## src/mse_pkg.sv

```systemverilog
// Purpose: Constants, register map and types of the Manchester serial extension.
// Assumes: AHB-Lite register access, 50 MHz I/O clock.
// Notes: all offsets are byte addresses of aligned words.
package mse_pkg;
  // ==========================================================
  // Register map.
  localparam logic [7:0] A_CTRL = 8'h00;
  localparam logic [7:0] A_STAT = 8'h04;
  localparam logic [7:0] A_RLO = 8'h08;
  localparam logic [7:0] A_RHI = 8'h0c;
  localparam logic [7:0] A_CFG = 8'h10;
  localparam logic [7:0] A_DLO = 8'h14;
  localparam logic [7:0] A_DHI = 8'h18;
  localparam logic [7:0] A_SWST = 8'h1c;
  // ==========================================================
  // Field positions and reset values.
  localparam int CB_EXT = 4;
  localparam int CB_RSTOP = 3;
  localparam int CB_MAN = 1;
  localparam int CB_ORDER = 0;
  localparam int SC_FEM = 3;
  localparam int SC_LONG = 2;
  localparam int CF_TXSZ = 4;
  localparam int CF_SYNC = 8;
  localparam int CF_TSTOP = 9;
  localparam int CF_PAR = 10;
  localparam logic [7:0] CTRL_RST = 8'h00;
  localparam logic [11:0] CFG_RST = 12'h033;
  localparam logic [15:0] RATE_RST = 16'h0000;
  localparam logic [3:0] SZ_1617 = 4'he;
  localparam logic [4:0] NB_MAX = 5'h11;
  localparam logic [4:0] NB_SHORT = 5'h10;
  typedef enum logic {R_IDLE, R_BUSY} mse_rx_t;
  typedef enum logic {T_IDLE, T_BUSY} mse_tx_t;
  // Character size code to data bit count; reserved codes fall back to 8.
  function automatic logic [4:0] mse_size(input logic [3:0] c);
    case (c)
      4'h0: mse_size = 5'h05;
      4'h1: mse_size = 5'h06;
      4'h2: mse_size = 5'h07;
      4'h7: mse_size = 5'h09;
      4'h8: mse_size = 5'h0d;
      4'h9: mse_size = 5'h0e;
      4'ha: mse_size = 5'h0f;
      4'hb: mse_size = 5'h10;
      4'he: mse_size = 5'h11;
      4'hf: mse_size = 5'h11;
      default: mse_size = 5'h08;
    endcase
  endfunction
endpackage

```

## src/mse_top.sv

```systemverilog
// Purpose: Extended serial unit with Manchester coding, AHB-Lite registers.
// Assumes: Pins synchronous to clk_i; master never issues back-to-back transfers.
// Notes: Sync mode reuses the rate counter; no separate transfer clock exists.
`timescale 1ns/100ps
module mse_top import mse_pkg::*; (
  input wire logic clk_i, // I/O clock, 50 MHz.
  input wire logic rst_i, // Asynchronous reset, active high.
  input wire logic hsel_i, // Slave select.
  input wire logic [31:0] haddr_i, // Byte address.
  input wire logic [1:0] htrans_i, // Transfer type.
  input wire logic hwrite_i, // Write when high.
  input wire logic [2:0] hsize_i, // Transfer size, word only.
  input wire logic [31:0] hwdata_i, // Write data.
  input wire logic hready_i, // Bus ready.
  output logic [31:0] hrdata_o, // Read data.
  output logic hreadyout_o, // Slave ready.
  output logic hresp_o, // Response, always OKAY.
  input wire logic rx_i, // Serial line in.
  output logic tx_o // Serial line out.
);

  // ==========================================================
  // Register state.
  logic [7:0] ctrl_q, ctrl_d;
  logic [11:0] cfg_q, cfg_d;
  logic [15:0] rate_q, rate_d;
  logic [8:0] thi_q, thi_d;
  logic [16:0] rdat_q, rdat_d;
  logic full_q, full_d, ovr_q, ovr_d, fem_q, fem_d, long_q, long_d;
  logic [1:0] stst_q, stst_d;
  logic [31:0] rd_q, rd_d;
  logic wr_q, wr_d;
  logic [7:0] wa_q, wa_d;
  logic acc, rd_low, tx_go, rx_done, rx_err, rx_long, tx_busy;
  logic [16:0] rx_word;
  logic [1:0] rx_stops;
  logic ext, man, msb;

  // Effective mode; the reserved sync plus Manchester pairing falls back to level.
  assign ext = ctrl_q[CB_EXT];
  assign man = ext & ctrl_q[CB_MAN] & ~cfg_q[CF_SYNC];
  assign msb = ext & ctrl_q[CB_ORDER];
  assign acc = hsel_i & hready_i & htrans_i[1];
  assign rd_low = acc & ~hwrite_i & (haddr_i[7:0] == A_DLO);
  assign hreadyout_o = 1'b1;
  assign hresp_o = 1'b0;
  assign hrdata_o = rd_q;

  // ==========================================================
  // Bus slave and flags. Read data is fetched in the address phase, so a read
  // placed right behind a write to the same register would see the old value.
  always_comb begin
    ctrl_d = ctrl_q;
    cfg_d = cfg_q;
    rate_d = rate_q;
    thi_d = thi_q;
    rdat_d = rdat_q;
    full_d = full_q;
    ovr_d = ovr_q;
    fem_d = fem_q;
    long_d = long_q;
    stst_d = stst_q;
    rd_d = rd_q;
    wr_d = acc & hwrite_i;
    wa_d = acc ? haddr_i[7:0] : wa_q;
    if (wr_q) begin
      unique case (wa_q)
        A_CTRL: ctrl_d = hwdata_i[7:0] & 8'h1b;
        A_RLO: rate_d[7:0] = hwdata_i[7:0];
        A_RHI: rate_d[15:8] = hwdata_i[7:0];
        A_CFG: cfg_d = hwdata_i[11:0];
        A_DHI: thi_d = hwdata_i[8:0];
        default: ;
      endcase
    end
    if (acc & ~hwrite_i) begin
      unique case (haddr_i[7:0])
        A_CTRL: rd_d = {24'h000000, ctrl_q};
        A_STAT: rd_d = {28'h0000000, fem_q, long_q, stst_q};
        A_RLO: rd_d = {24'h000000, rate_q[7:0]};
        A_RHI: rd_d = {24'h000000, rate_q[15:8]};
        A_CFG: rd_d = {20'h00000, cfg_q};
        A_DLO: rd_d = {24'h000000, rdat_q[7:0]};
        A_DHI: rd_d = {23'h000000, rdat_q[16:8]};
        A_SWST: rd_d = {29'h00000000, tx_busy, ovr_q, full_q};
        default: rd_d = 32'h00000000;
      endcase
    end
    // Reading the low buffer ends the validity of the frame flags.
    if (rd_low) begin
      full_d = 1'b0;
      ovr_d = 1'b0;
      fem_d = 1'b0;
      long_d = 1'b0;
    end
    // A frame landing in the clearing cycle wins over the clear.
    if (rx_done) begin
      full_d = 1'b1;
      ovr_d = full_q & ~rd_low;
      if (full_q & ~rd_low) begin
        ovr_d = 1'b1;
      end else begin
        rdat_d = rx_word;
        fem_d = man & rx_err;
        long_d = (cfg_q[3:0] == SZ_1617) & rx_long;
      end
      if (man) begin
        stst_d = rx_stops;
      end
    end
  end

  always_ff @(posedge clk_i or posedge rst_i) begin
    if (rst_i) begin
      ctrl_q <= CTRL_RST;
      cfg_q <= CFG_RST;
      rate_q <= RATE_RST;
      thi_q <= 9'h000;
      rdat_q <= 17'h00000;
      full_q <= 1'b0;
      ovr_q <= 1'b0;
      fem_q <= 1'b0;
      long_q <= 1'b0;
      stst_q <= 2'h0;
      rd_q <= 32'h00000000;
      wr_q <= 1'b0;
      wa_q <= 8'h00;
    end else begin
      ctrl_q <= ctrl_d;
      cfg_q <= cfg_d;
      rate_q <= rate_d;
      thi_q <= thi_d;
      rdat_q <= rdat_d;
      full_q <= full_d;
      ovr_q <= ovr_d;
      fem_q <= fem_d;
      long_q <= long_d;
      stst_q <= stst_d;
      rd_q <= rd_d;
      wr_q <= wr_d;
      wa_q <= wa_d;
    end
  end

  // ==========================================================
  // Receiver: counts half bits, samples each half at its middle.
  mse_rx_t rs_q, rs_d;
  logic [15:0] rcnt_q, rcnt_d;
  logic rph_q, rph_d, rfst_q, rfst_d, rerr_q, rerr_d;
  logic [4:0] rbit_q, rbit_d, rn_q, rn_d;
  logic [1:0] rns_q, rns_d, rstp_q, rstp_d;
  logic [16:0] rsh_q, rsh_d;
  logic rlen_q, rlen_d, rtick, rsamp, viol, short, isstop;
  logic [4:0] sidx, rn_eff;

  assign rtick = (rcnt_q == rate_q);
  assign rsamp = (rcnt_q == {1'b0, rate_q[15:1]});
  assign viol = man & (rfst_q == rx_i);
  assign short = (cfg_q[3:0] == SZ_1617) & man & (rbit_q == NB_MAX) & viol & rx_i;
  assign isstop = (rbit_q > rn_q) | short;
  assign sidx = short ? 5'h00 : 5'(rbit_q - rn_q - 5'h01);
  assign rx_stops = rstp_d;
  // With one stop, a short frame ends in the slot that finds it short, so its length is used at once.
  assign rn_eff = short ? NB_SHORT : rn_q;
  assign rx_long = rlen_d;
  assign rx_err = rerr_d;
  assign rx_word = msb ? (rsh_q & 17'((18'h00001 << rn_eff) - 18'h00001))
                       : 17'(rsh_q >> (NB_MAX - rn_eff));

  always_comb begin
    rs_d = rs_q;
    rcnt_d = rcnt_q;
    rph_d = rph_q;
    rfst_d = rfst_q;
    rerr_d = rerr_q;
    rbit_d = rbit_q;
    rn_d = rn_q;
    rns_d = rns_q;
    rstp_d = rstp_q;
    rsh_d = rsh_q;
    rlen_d = rlen_q;
    rx_done = 1'b0;
    unique case (rs_q)
      R_IDLE: begin
        if (!rx_i) begin
          rs_d = R_BUSY;
          rcnt_d = 16'h0000;
          // A Manchester start slot falls mid-slot, after its high first half.
          rph_d = man;
          rfst_d = 1'b1;
          rbit_d = 5'h00;
          rerr_d = 1'b0;
          rlen_d = 1'b1;
          rn_d = mse_size(cfg_q[3:0]);
          rns_d = (ext ? ctrl_q[CB_RSTOP] : cfg_q[CF_TSTOP]) ? 2'h2 : 2'h1;
        end
      end
      R_BUSY: begin
        // A rate change here is taken at once and spoils this frame.
        rcnt_d = rtick ? 16'h0000 : 16'(rcnt_q + 16'h0001);
        if (rtick) begin
          rph_d = ~rph_q;
        end
        if (rsamp && !rph_q) begin
          rfst_d = rx_i;
        end
        if (rsamp && rph_q) begin
          rbit_d = 5'(rbit_q + 5'h01);
          if (rbit_q == 5'h00) begin
            if (rx_i || viol) begin
              rs_d = R_IDLE;
            end
          end else if (!isstop) begin
            rsh_d = msb ? {rsh_q[15:0], rx_i} : {rx_i, rsh_q[16:1]};
            rerr_d = rerr_q | viol;
          end else begin
            if (short) begin
              rn_d = NB_SHORT;
              rlen_d = 1'b0;
            end
            rstp_d[sidx[0]] = rx_i;
            // Stop slots carry no transition; only a low stop is a framing error.
            rerr_d = rerr_q | ~rx_i;
            if (sidx == 5'(rns_q - 2'h1)) begin
              rx_done = 1'b1;
              rs_d = R_IDLE;
            end
          end
        end
      end
    endcase
  end

  always_ff @(posedge clk_i or posedge rst_i) begin
    if (rst_i) begin
      rs_q <= R_IDLE;
      rcnt_q <= 16'h0000;
      rph_q <= 1'b0;
      rfst_q <= 1'b0;
      rerr_q <= 1'b0;
      rbit_q <= 5'h00;
      rn_q <= 5'h08;
      rns_q <= 2'h1;
      rstp_q <= 2'h0;
      rsh_q <= 17'h00000;
      rlen_q <= 1'b1;
    end else begin
      rs_q <= rs_d;
      rcnt_q <= rcnt_d;
      rph_q <= rph_d;
      rfst_q <= rfst_d;
      rerr_q <= rerr_d;
      rbit_q <= rbit_d;
      rn_q <= rn_d;
      rns_q <= rns_d;
      rstp_q <= rstp_d;
      rsh_q <= rsh_d;
      rlen_q <= rlen_d;
    end
  end

  // ==========================================================
  // Transmitter: frames start on a low-buffer write while idle; writes
  // to the low buffer during a frame are dropped, software polls the busy bit first.
  mse_tx_t ts_q, ts_d;
  logic [15:0] tcnt_q, tcnt_d;
  logic tph_q, tph_d, tx_q, tx_d, tbit_v, ttick;
  logic [4:0] tbit_q, tbit_d, tn_q, tn_d;
  logic [1:0] tns_q, tns_d;
  logic [16:0] tsh_q, tsh_d, tdat;
  assign tx_busy = (ts_q == T_BUSY);
  assign tx_go = wr_q & (wa_q == A_DLO) & ~tx_busy;
  assign tdat = {thi_q, hwdata_i[7:0]};
  assign ttick = (tcnt_q == rate_q);
  assign tx_o = tx_q;

  always_comb begin
    ts_d = ts_q;
    tcnt_d = tcnt_q;
    tph_d = tph_q;
    tbit_d = tbit_q;
    tn_d = tn_q;
    tns_d = tns_q;
    tsh_d = tsh_q;
    tbit_v = 1'b1;
    tx_d = 1'b1;
    unique case (ts_q)
      T_IDLE: begin
        if (tx_go) begin
          ts_d = T_BUSY;
          tcnt_d = 16'h0000;
          tph_d = 1'b0;
          tbit_d = 5'h00;
          tn_d = mse_size(cfg_q[7:CF_TXSZ]);
          tns_d = cfg_q[CF_TSTOP] ? 2'h2 : 2'h1;
          tsh_d = msb ? 17'(tdat << (NB_MAX - tn_d)) : tdat;
        end
      end
      T_BUSY: begin
        if (tbit_q == 5'h00) begin
          tbit_v = 1'b0;
        end else if (tbit_q <= tn_q) begin
          tbit_v = msb ? tsh_q[16] : tsh_q[0];
        end
        tx_d = (man & ~tph_q & (tbit_q <= tn_q)) ? ~tbit_v : tbit_v;
        tcnt_d = ttick ? 16'h0000 : 16'(tcnt_q + 16'h0001);
        if (ttick) begin
          tph_d = ~tph_q;
          if (tph_q) begin
            tbit_d = 5'(tbit_q + 5'h01);
            if (tbit_q != 5'h00) begin
              tsh_d = msb ? {tsh_q[15:0], 1'b0} : {1'b0, tsh_q[16:1]};
            end
            if (tbit_q == 5'(tn_q + 5'(tns_q))) begin
              ts_d = T_IDLE;
            end
          end
        end
      end
    endcase
  end

  always_ff @(posedge clk_i or posedge rst_i) begin
    if (rst_i) begin
      ts_q <= T_IDLE;
      tcnt_q <= 16'h0000;
      tph_q <= 1'b0;
      tbit_q <= 5'h00;
      tn_q <= 5'h08;
      tns_q <= 2'h1;
      tsh_q <= 17'h00000;
      tx_q <= 1'b1;
    end else begin
      ts_q <= ts_d;
      tcnt_q <= tcnt_d;
      tph_q <= tph_d;
      tbit_q <= tbit_d;
      tn_q <= tn_d;
      tns_q <= tns_d;
      tsh_q <= tsh_d;
      tx_q <= tx_d;
    end
  end
endmodule

```

## config.mk

```make
export PLATFORM = sky130hd
export DESIGN_NAME = mse_top
export DESIGN_NICKNAME = d
export VERILOG_FILES = /design/src/mse_pkg.sv /design/src/mse_top.sv
export SDC_FILE = /design/constraint.sdc
export NUM_CORES = 1
export LEC_CHECK = 0
export ABC_AREA = 1
export BUFFER_PORTS_ARGS = -buffer_cell sky130_fd_sc_hd__buf_2
export CAP_MARGIN = 0
export CORE_ASPECT_RATIO = 0.8
export CORE_UTILIZATION = 55
export CTS_CLUSTER_SIZE = 25
export DETAILED_ROUTE_END_ITERATION = 8
export PLACE_DENSITY = 0.81
export SYNTH_ARGS = -nofsm -noshare
export SYNTH_HDL_FRONTEND = slang
export SYNTH_SLANG_ARGS = --single-unit
```

## constraint.sdc

```tcl
create_clock -name clk_i -period 5 [get_ports clk_i]
set_clock_uncertainty 0.2 [all_clocks]
set_input_delay 0.25 -clock clk_i [delete_from_list [all_inputs] [get_ports clk_i]]
set_output_delay 0.25 -clock clk_i [all_outputs]
set_load 0.02 [all_outputs]
```

==> impl_metrics.json, run 1 <==
{
  "synth-edff-count": 0,
  "tritoncts": "yes",
  "critPathMaxFanout": 20,
  "max_freq_mhz": 273,
  "dieArea_um2": 23700,
  "synth_compound_area_frac": 0.161,
  "drive_gt1_frac": 0.0863,
  "worstHoldStart": "rx_i",
  "cts_hold_buf": 22,
  "worstMarginPinSlew_ns": 1.07,
  "synth_cell_types": 61,
  "syn-instance-count": 1801,
  "coreArea_um2": 22600,
  "synth_top_family_by_area": "simple AND/OR/NAND/NOR gates",
  "viasPerCell": 5.79,
  "place_area_um2": 13000,
  "status": "finished clean",
  "firstDrtPassIters": 5,
  "syn_area_um2": 12700,
  "initial_core_util": 0.564,
  "die_w_um": 172,
  "yosysWarnings": 0,
  "critPathKind": "reg2reg",
  "arrival_ns": 3.83,
  "ys_ff_latch": 185,
  "synth_fa_ha_area_frac": 0.0297,
  "crit_slowest_cell": "clkinv_1",
  "final_max_slew_viol_count": 0,
  "wire_per_inst_um": 17.0,
  "timing.rr.end": "tsh_q[10]",
  "crit_path_cell_trace": "ha_1 > nand2_1 > clkinv_1 > nand2_1 > nand2_1 > nor2_2 > inv_1 > o21ai_0 > nand2_1 > nand2_1 > nand2_1 > a21oi_1",
  "ff2ff_path_depth": 12,
  "path_common_cell": "nand2_1",
  "synthSimpleGateAreaFrac": 0.294,
  "fin_crit_ns": 3.67,
  "ys.flop_type": "dfrtp_1",
  "place_inst": 2084,
  "powerDensity_nw_per_um2": 345,
  "clk_path_buf_depth": 2,
  "p_leak_uw": 0.00658,
  "hold_path.class": "in2reg",
  "drt_wl_total_um": 36300,
  "insertion_delay_ns": 0.44,
  "yosysMostFrequentCell": "nand2_1",
  "synthXorXnorAreaFrac": 0.0434,
  "rsz0062_at_grt": "false",
  "hpwl_um": 26400,
  "clk_pin_slew_ns": 0.07,
  "ys_top_cells_by_count": "nand2_1, inv_1, nor2_1",
  "numPortBuffers": 39,
  "antenna_found_initial": 0,
  "async_reset_ff_frac": 1.00,
  "io_pins": 110,
  "yosysTopAreaCell": "dfrtp_1",
  "layout_setup_ws_ns": 1.33,
  "grt_pass1_wl_um": 57200,
  "num_vias": 12400,
  "syn_avg_cell_area_um2": 7.06,
  "fin_tns_setup_ns": 0,
  "holdPathEnd": "rsh_q[16]",
  "drv_cap": 0,
  "fin_crit_sh": 0.733,
  "cp-start-kind": "register",
  "rr_startpoint": "cfg_q[4]",
  "drtAntennaViolNets": 0,
  "cts_buffers": 17,
  "synth_top_area_frac": 0.344,
  "overflow": 0,
  "drc": 0,
  "rows": 49,
  "cts.sinks": 185,
  "ctsRootBufferMaster": "clkbuf_16",
  "holdWs_ns": 0.0219,
  "setup-violations-final": 0,
  "num_antenna_cells": 0,
  "yosys-top-cells-area": "dfrtp_1, nand2_1, o21ai_0",
  "final.fill_count": 2016,
  "dp_slack_ns": 1.52,
  "cp_slowest_stage_delay_ns": 0.59,
  "die_y_um": 138,
  "routabilityCongestion": 0.974,
  "drt_iter0_markers": 1441,
  "first_global_vias": 11100,
  "area_growth_pct": 8.46,
  "ir_drop_mv": 0.241,
  "design_area_um2": 13800,
  "critPathRequiredTime_ns": 5.17,
  "min_path_cells": 3,
  "seq_area_frac_synth": 0.365,
  "end_kind": "register",
  "htreeDepth": 4,
  "synthMuxAreaShare": 0.00522,
  "grt_max_degree": 186,
  "slew_headroom": 0.287,
  "cts_resized": 0,
  "postCtsSetupBuffers": 0,
  "fin_cells": 2137,
  "nNetsFinal": 1923,
  "grt_util_all_layers": 0.314,
  "timing_hold_violations_final": 0,
  "reg2reg_slack_ns": 1.33
}
==> critical path, delay by kind of cell, from the launching register on <==
family | cells | cell delay (ns)
AO/OA/AOI/OAI | 2 | 0.26
adder cells (fa/ha/maj) | 1 | 0.23
buffers and inverters | 2 | 0.78
flip-flops | 1 | 0.56
AND/OR/NAND/NOR | 7 | 1.57
==> flip-flops by register name, indices dropped and copies added (netlist names), 2 cells and up <==
name / count
cfg_q: 12
ctrl_q: 4
hrdata_o: 12
rate_q: 16
rbit_q: 5
rcnt_q: 16
rdat_q: 17
rn_q: 5
rns_q: 2
rsh_q: 17
rstp_q: 2
stst_q: 2
tbit_q: 5
tcnt_q: 16
thi_q: 9
tn_q: 5
tns_q: 2
tsh_q: 17
wa_q: 8
==> per-stage QoR <==
step                utilization  total power [uW]
global placement          0.575              3270
floorplan                     -              2960
CTS                       0.611              4730
global route              0.611              5010
finish                    0.611              4750
detailed placement        0.575              3310
==> kinds of logic (layout without fill, tap and decap cells) <==
logic type               count (synthesis)  after routing
AND/OR/NAND/NOR                        851            851
flip-flops                             185            185
AO/OA/AOI/OAI                          359            359
adder cells (fa/ha/maj)                 29             29
buffers and inverters                  309            319
other                                    2             22
XOR/XNOR                                60             60
multiplexers                             6              6
==> layer usage <==
metal	track usage	routed length, um	up-vias
li1	-	-	5905
met1	0.462	16500	5791
met2	0.456	15300	618
met3	0.0713	3860	60
met4	0.0900	636	0
met5	0	0	-
==> how the worst max path moves through the flow <==
stage               startpoint         end  slack (ns)  cells after the start
finish                cfg_q[4]   tsh_q[10]        1.33                     12
detailed placement    cfg_q[4]   tsh_q[10]        1.52                     12
global route          cfg_q[4]   tsh_q[10]        1.05                     12
global placement      cfg_q[4]   tsh_q[10]        1.51                     12
floorplan            rbit_q[1]  rdat_q[13]        2.04                     16
CTS                   cfg_q[4]   tsh_q[10]        1.46                     12
==> area by class of cell <==
type	instances	area (um2)	area share
multi-input cells	1327	6860	0.497
flip-flops and latches	185	4640	0.337
inverters	219	831	0.0602
repair buffers	69	488	0.0354
clock buffers	21	460	0.0334
well taps	306	383	0.0278
clock inverters	10	131	0.00953
==> power breakdown <==
part	switching (uW)	internal [uW]	leakage (uW)	total (uW)
registers	212	1670	0.00214	1880
clock network	636	774	0.000287	1410
logic	982	478	0.00416	1460
total	1830	2930	0.00658	4750
==> cell usage in the layout (no fill, tap or decap), types with 3 or more instances in the layout <==
| cell type | Yosys | layout |
|---|---|---|
| xor2_1 | 30 | 30 |
| nand4_1 | 29 | 29 |
| o22ai_1 | 42 | 42 |
| nand2_4 | 5 | 5 |
| a21oi_1 | 46 | 46 |
| nor2_2 | 6 | 6 |
| nand3_2 | 4 | 4 |
| clkinv_1 | 4 | 4 |
| a211oi_1 | 4 | 4 |
| o31ai_1 | 6 | 6 |
| nand2_1 | 439 | 439 |
| buf_2 | 15 | 39 |
| o21ai_1 | 17 | 17 |
| mux2_2 | 5 | 5 |
| o211ai_1 | 24 | 24 |
| nor2_4 | 7 | 7 |
| nor4_1 | 4 | 4 |
| nand4_2 | 3 | 3 |
| o2111ai_1 | 5 | 5 |
| dfstp_2 | 10 | 10 |
| inv_6 | 0 | 5 |
| clkbuf_16 | 0 | 17 |
| inv_2 | 11 | 11 |
| inv_1 | 202 | 201 |
| nand3_1 | 121 | 121 |
| xnor2_1 | 28 | 28 |
| nor3_1 | 23 | 23 |
| buf_4 | 23 | 7 |
| o21ai_0 | 171 | 171 |
| a31oi_1 | 24 | 24 |
| ha_1 | 27 | 27 |
| o21bai_1 | 3 | 3 |
| dfrtp_1 | 175 | 175 |
| nand2_2 | 12 | 12 |
| a21boi_1 | 8 | 8 |
| or2_2 | 5 | 5 |
| nor2_1 | 181 | 181 |
| dlygate4sd3_1 | 0 | 22 |
| conb_1 | 2 | 22 |
(Power assumes the default switching activity.)
==> run 2, diff against run 1 <==
--- a/config.mk
+++ b/config.mk
@@ -9,10 +9,10 @@
 export BUFFER_PORTS_ARGS = -buffer_cell sky130_fd_sc_hd__buf_2
 export CAP_MARGIN = 0
 export CORE_ASPECT_RATIO = 0.8
-export CORE_UTILIZATION = 55
+export CORE_UTILIZATION = 61
 export CTS_CLUSTER_SIZE = 25
 export DETAILED_ROUTE_END_ITERATION = 8
-export PLACE_DENSITY = 0.81
+export PLACE_DENSITY = 0.85
 export SYNTH_ARGS = -nofsm -noshare
 export SYNTH_HDL_FRONTEND = slang
 export SYNTH_SLANG_ARGS = --single-unit
==> constraint.sdc (replaced) <==
create_clock -name clk_i -period 3.4 [get_ports clk_i]
set_clock_uncertainty 0.2 [all_clocks]
set_input_delay 0.17 -clock clk_i [delete_from_list [all_inputs] [get_ports clk_i]]
set_output_delay 0.17 -clock clk_i [all_outputs]
set_load 0.02 [all_outputs]
==> run 2 against run 1 <==
Maximum frequency grew 19%. Design area rose by 0.84%. Sequential power rose by 47%. First-iteration DRC count up 10%. Core utilization is 7.9 points higher. Combinational power is 50% higher. Register-to-register slack worse by 1.0 ns. Routed wire length increased by 0.44%. Highest routed layer unchanged. Worst setup slack got worse by 1.0 ns. Critical path depth stayed put. Hold slack lost 0.017 ns.
==> impl_metrics.json, run 2 (synthesized netlist as in run 1, its figures left out) <==
{
  "critPathRequiredTime_ns": 3.52,
  "holdWs_ns": 0.00487,
  "io_pins": 110,
  "drtAntennaViolNets": 0,
  "drt_wl_total_um": 36500,
  "num_antenna_cells": 0,
  "final_cell_mix": "nand2_1, inv_1, nor2_1",
  "hpwl_um": 26900,
  "fin_tns_setup_ns": 0,
  "viasPerCell": 5.94,
  "tritoncts": "yes",
  "numPortBuffers": 39,
  "rows": 46,
  "postCtsSetupBuffers": 0,
  "cts_resized": 0,
  "cts_buffers": 17,
  "ctsRootBufferMaster": "clkbuf_16",
  "powerDensity_nw_per_um2": 498,
  "area_growth_pct": 9.38,
  "cts_hold_buf": 24,
  "insertion_delay_ns": 0.46,
  "layout_commonest_cell": "nand2_1",
  "max_freq_mhz": 324,
  "grt_max_degree": 53,
  "fin_crit_sh": 0.907,
  "routabilityCongestion": 1.01,
  "critPathMaxFanout": 18,
  "timing_hold_violations_final": 0,
  "wire_per_inst_um": 17.2,
  "dp_slack_ns": 0.363,
  "overflow": 0,
  "status": "finished clean",
  "coreArea_um2": 20100,
  "clk_path_buf_depth": 2,
  "slew_headroom": 0.385,
  "setup-violations-final": 0,
  "end_kind": "register",
  "hold_path.class": "in2reg",
  "drt_iter0_markers": 1592,
  "grt_pass1_wl_um": 58500,
  "die_w_um": 163,
  "layout_setup_ws_ns": 0.316,
  "cp-start-kind": "register",
  "die_y_um": 131,
  "rsz0062_at_grt": "false",
  "fin_crit_ns": 3.08,
  "nNetsFinal": 1947,
  "first_global_vias": 11500,
  "ir_drop_mv": 0.318,
  "drive_gt1_frac": 0.0981,
  "reg_top3": "rdat_q: 17 flops, rsh_q: 17 flops, tsh_q: 17 flops",
  "htreeDepth": 4,
  "clk_pin_slew_ns": 0.08,
  "dieArea_um2": 21400,
  "drv_cap": 0,
  "antenna_found_initial": 0,
  "worstMarginPinSlew_ns": 0.920,
  "arrival_ns": 3.21,
  "final_max_slew_viol_count": 0,
  "cts.sinks": 185,
  "firstDrtPassIters": 6,
  "num_vias": 12600,
  "initial_core_util": 0.631,
  "p_leak_uw": 0.00669,
  "grt_util_all_layers": 0.348,
  "critPathKind": "reg2reg",
  "drc": 0
}
-- run 2: cell type report --
type	count	area, um2
clock inverter	12	106
fill	1646	6240
sequential	185	4640
tap	264	330
inverter	219	831
clock buffer	20	457
timing repair buffer	93	686
multi-input combinational	1327	6860
-- run 2: report_power, final --
part | internal, uW | total (uW) | switching, uW
registers | 2460 | 2770 | 311
clock network | 1000 | 1970 | 970
logic | 746 | 2190 | 1440
-- run 2: layer usage --
| layer | up-vias | global-route usage | routed length [um] |
|---|---|---|---|
| li1 | 5956 | - | - |
| met1 | 5929 | 0.515 | 16200 |
| met2 | 647 | 0.498 | 15600 |
| met3 | 63 | 0.0919 | 4080 |
| met4 | 0 | 0.0945 | 652 |
| met5 | - | 0 | 0 |
-- run 2: critical path: stages, from the launching register on --
cell      delay, ns
dfstp_2        0.55
inv_1          0.08
ha_1           0.22
nand3_2        0.14
nor2_4         0.07
nand2_8        0.13
nand2_2        0.10
ha_1           0.35
clkinv_1       0.40
nand3_1        0.28
nand3_1        0.12
a21oi_1        0.20
a21boi_1       0.10
-- run 2: path summary, 6_finish.rpt --
| check | cells past startpoint | startpoint | slack, ns | end |
|---|---|---|---|---|
| worst min register to register | 2 | hrdata_o[8] | 0.28 | hrdata_o[8] |
| max in group asynchronous | 4 | rst_i | 1.90 | cfg_q[4] |
| worst max register to register | 12 | cfg_q[0] | 0.32 | rdat_q[6] |
| min in group asynchronous | 3 | rst_i | 0.25 | rsh_q[8] |
| worst max-delay path | 12 | cfg_q[0] | 0.32 | rdat_q[6] |
| worst min-delay path | 4 | hready_i | 0.005 | wa_q[2] |
-- run 2: through the flow --
| step | util | std cells | cell area [um2] | total power, uW |
|---|---|---|---|---|
| 5_1_grt | 0.690 | 2120 | 13900 | 7290 |
| 3_5_place_dp | 0.650 | 2064 | 13100 | 4890 |
| 4_1_cts | 0.690 | 2120 | 13900 | 6860 |
| 6_report | 0.690 | 2120 | 13900 | 6930 |
| 3_3_place_gp | 0.650 | 2064 | 13100 | 4830 |
| 2_1_floorplan | - | 1821 | 12800 | 4350 |
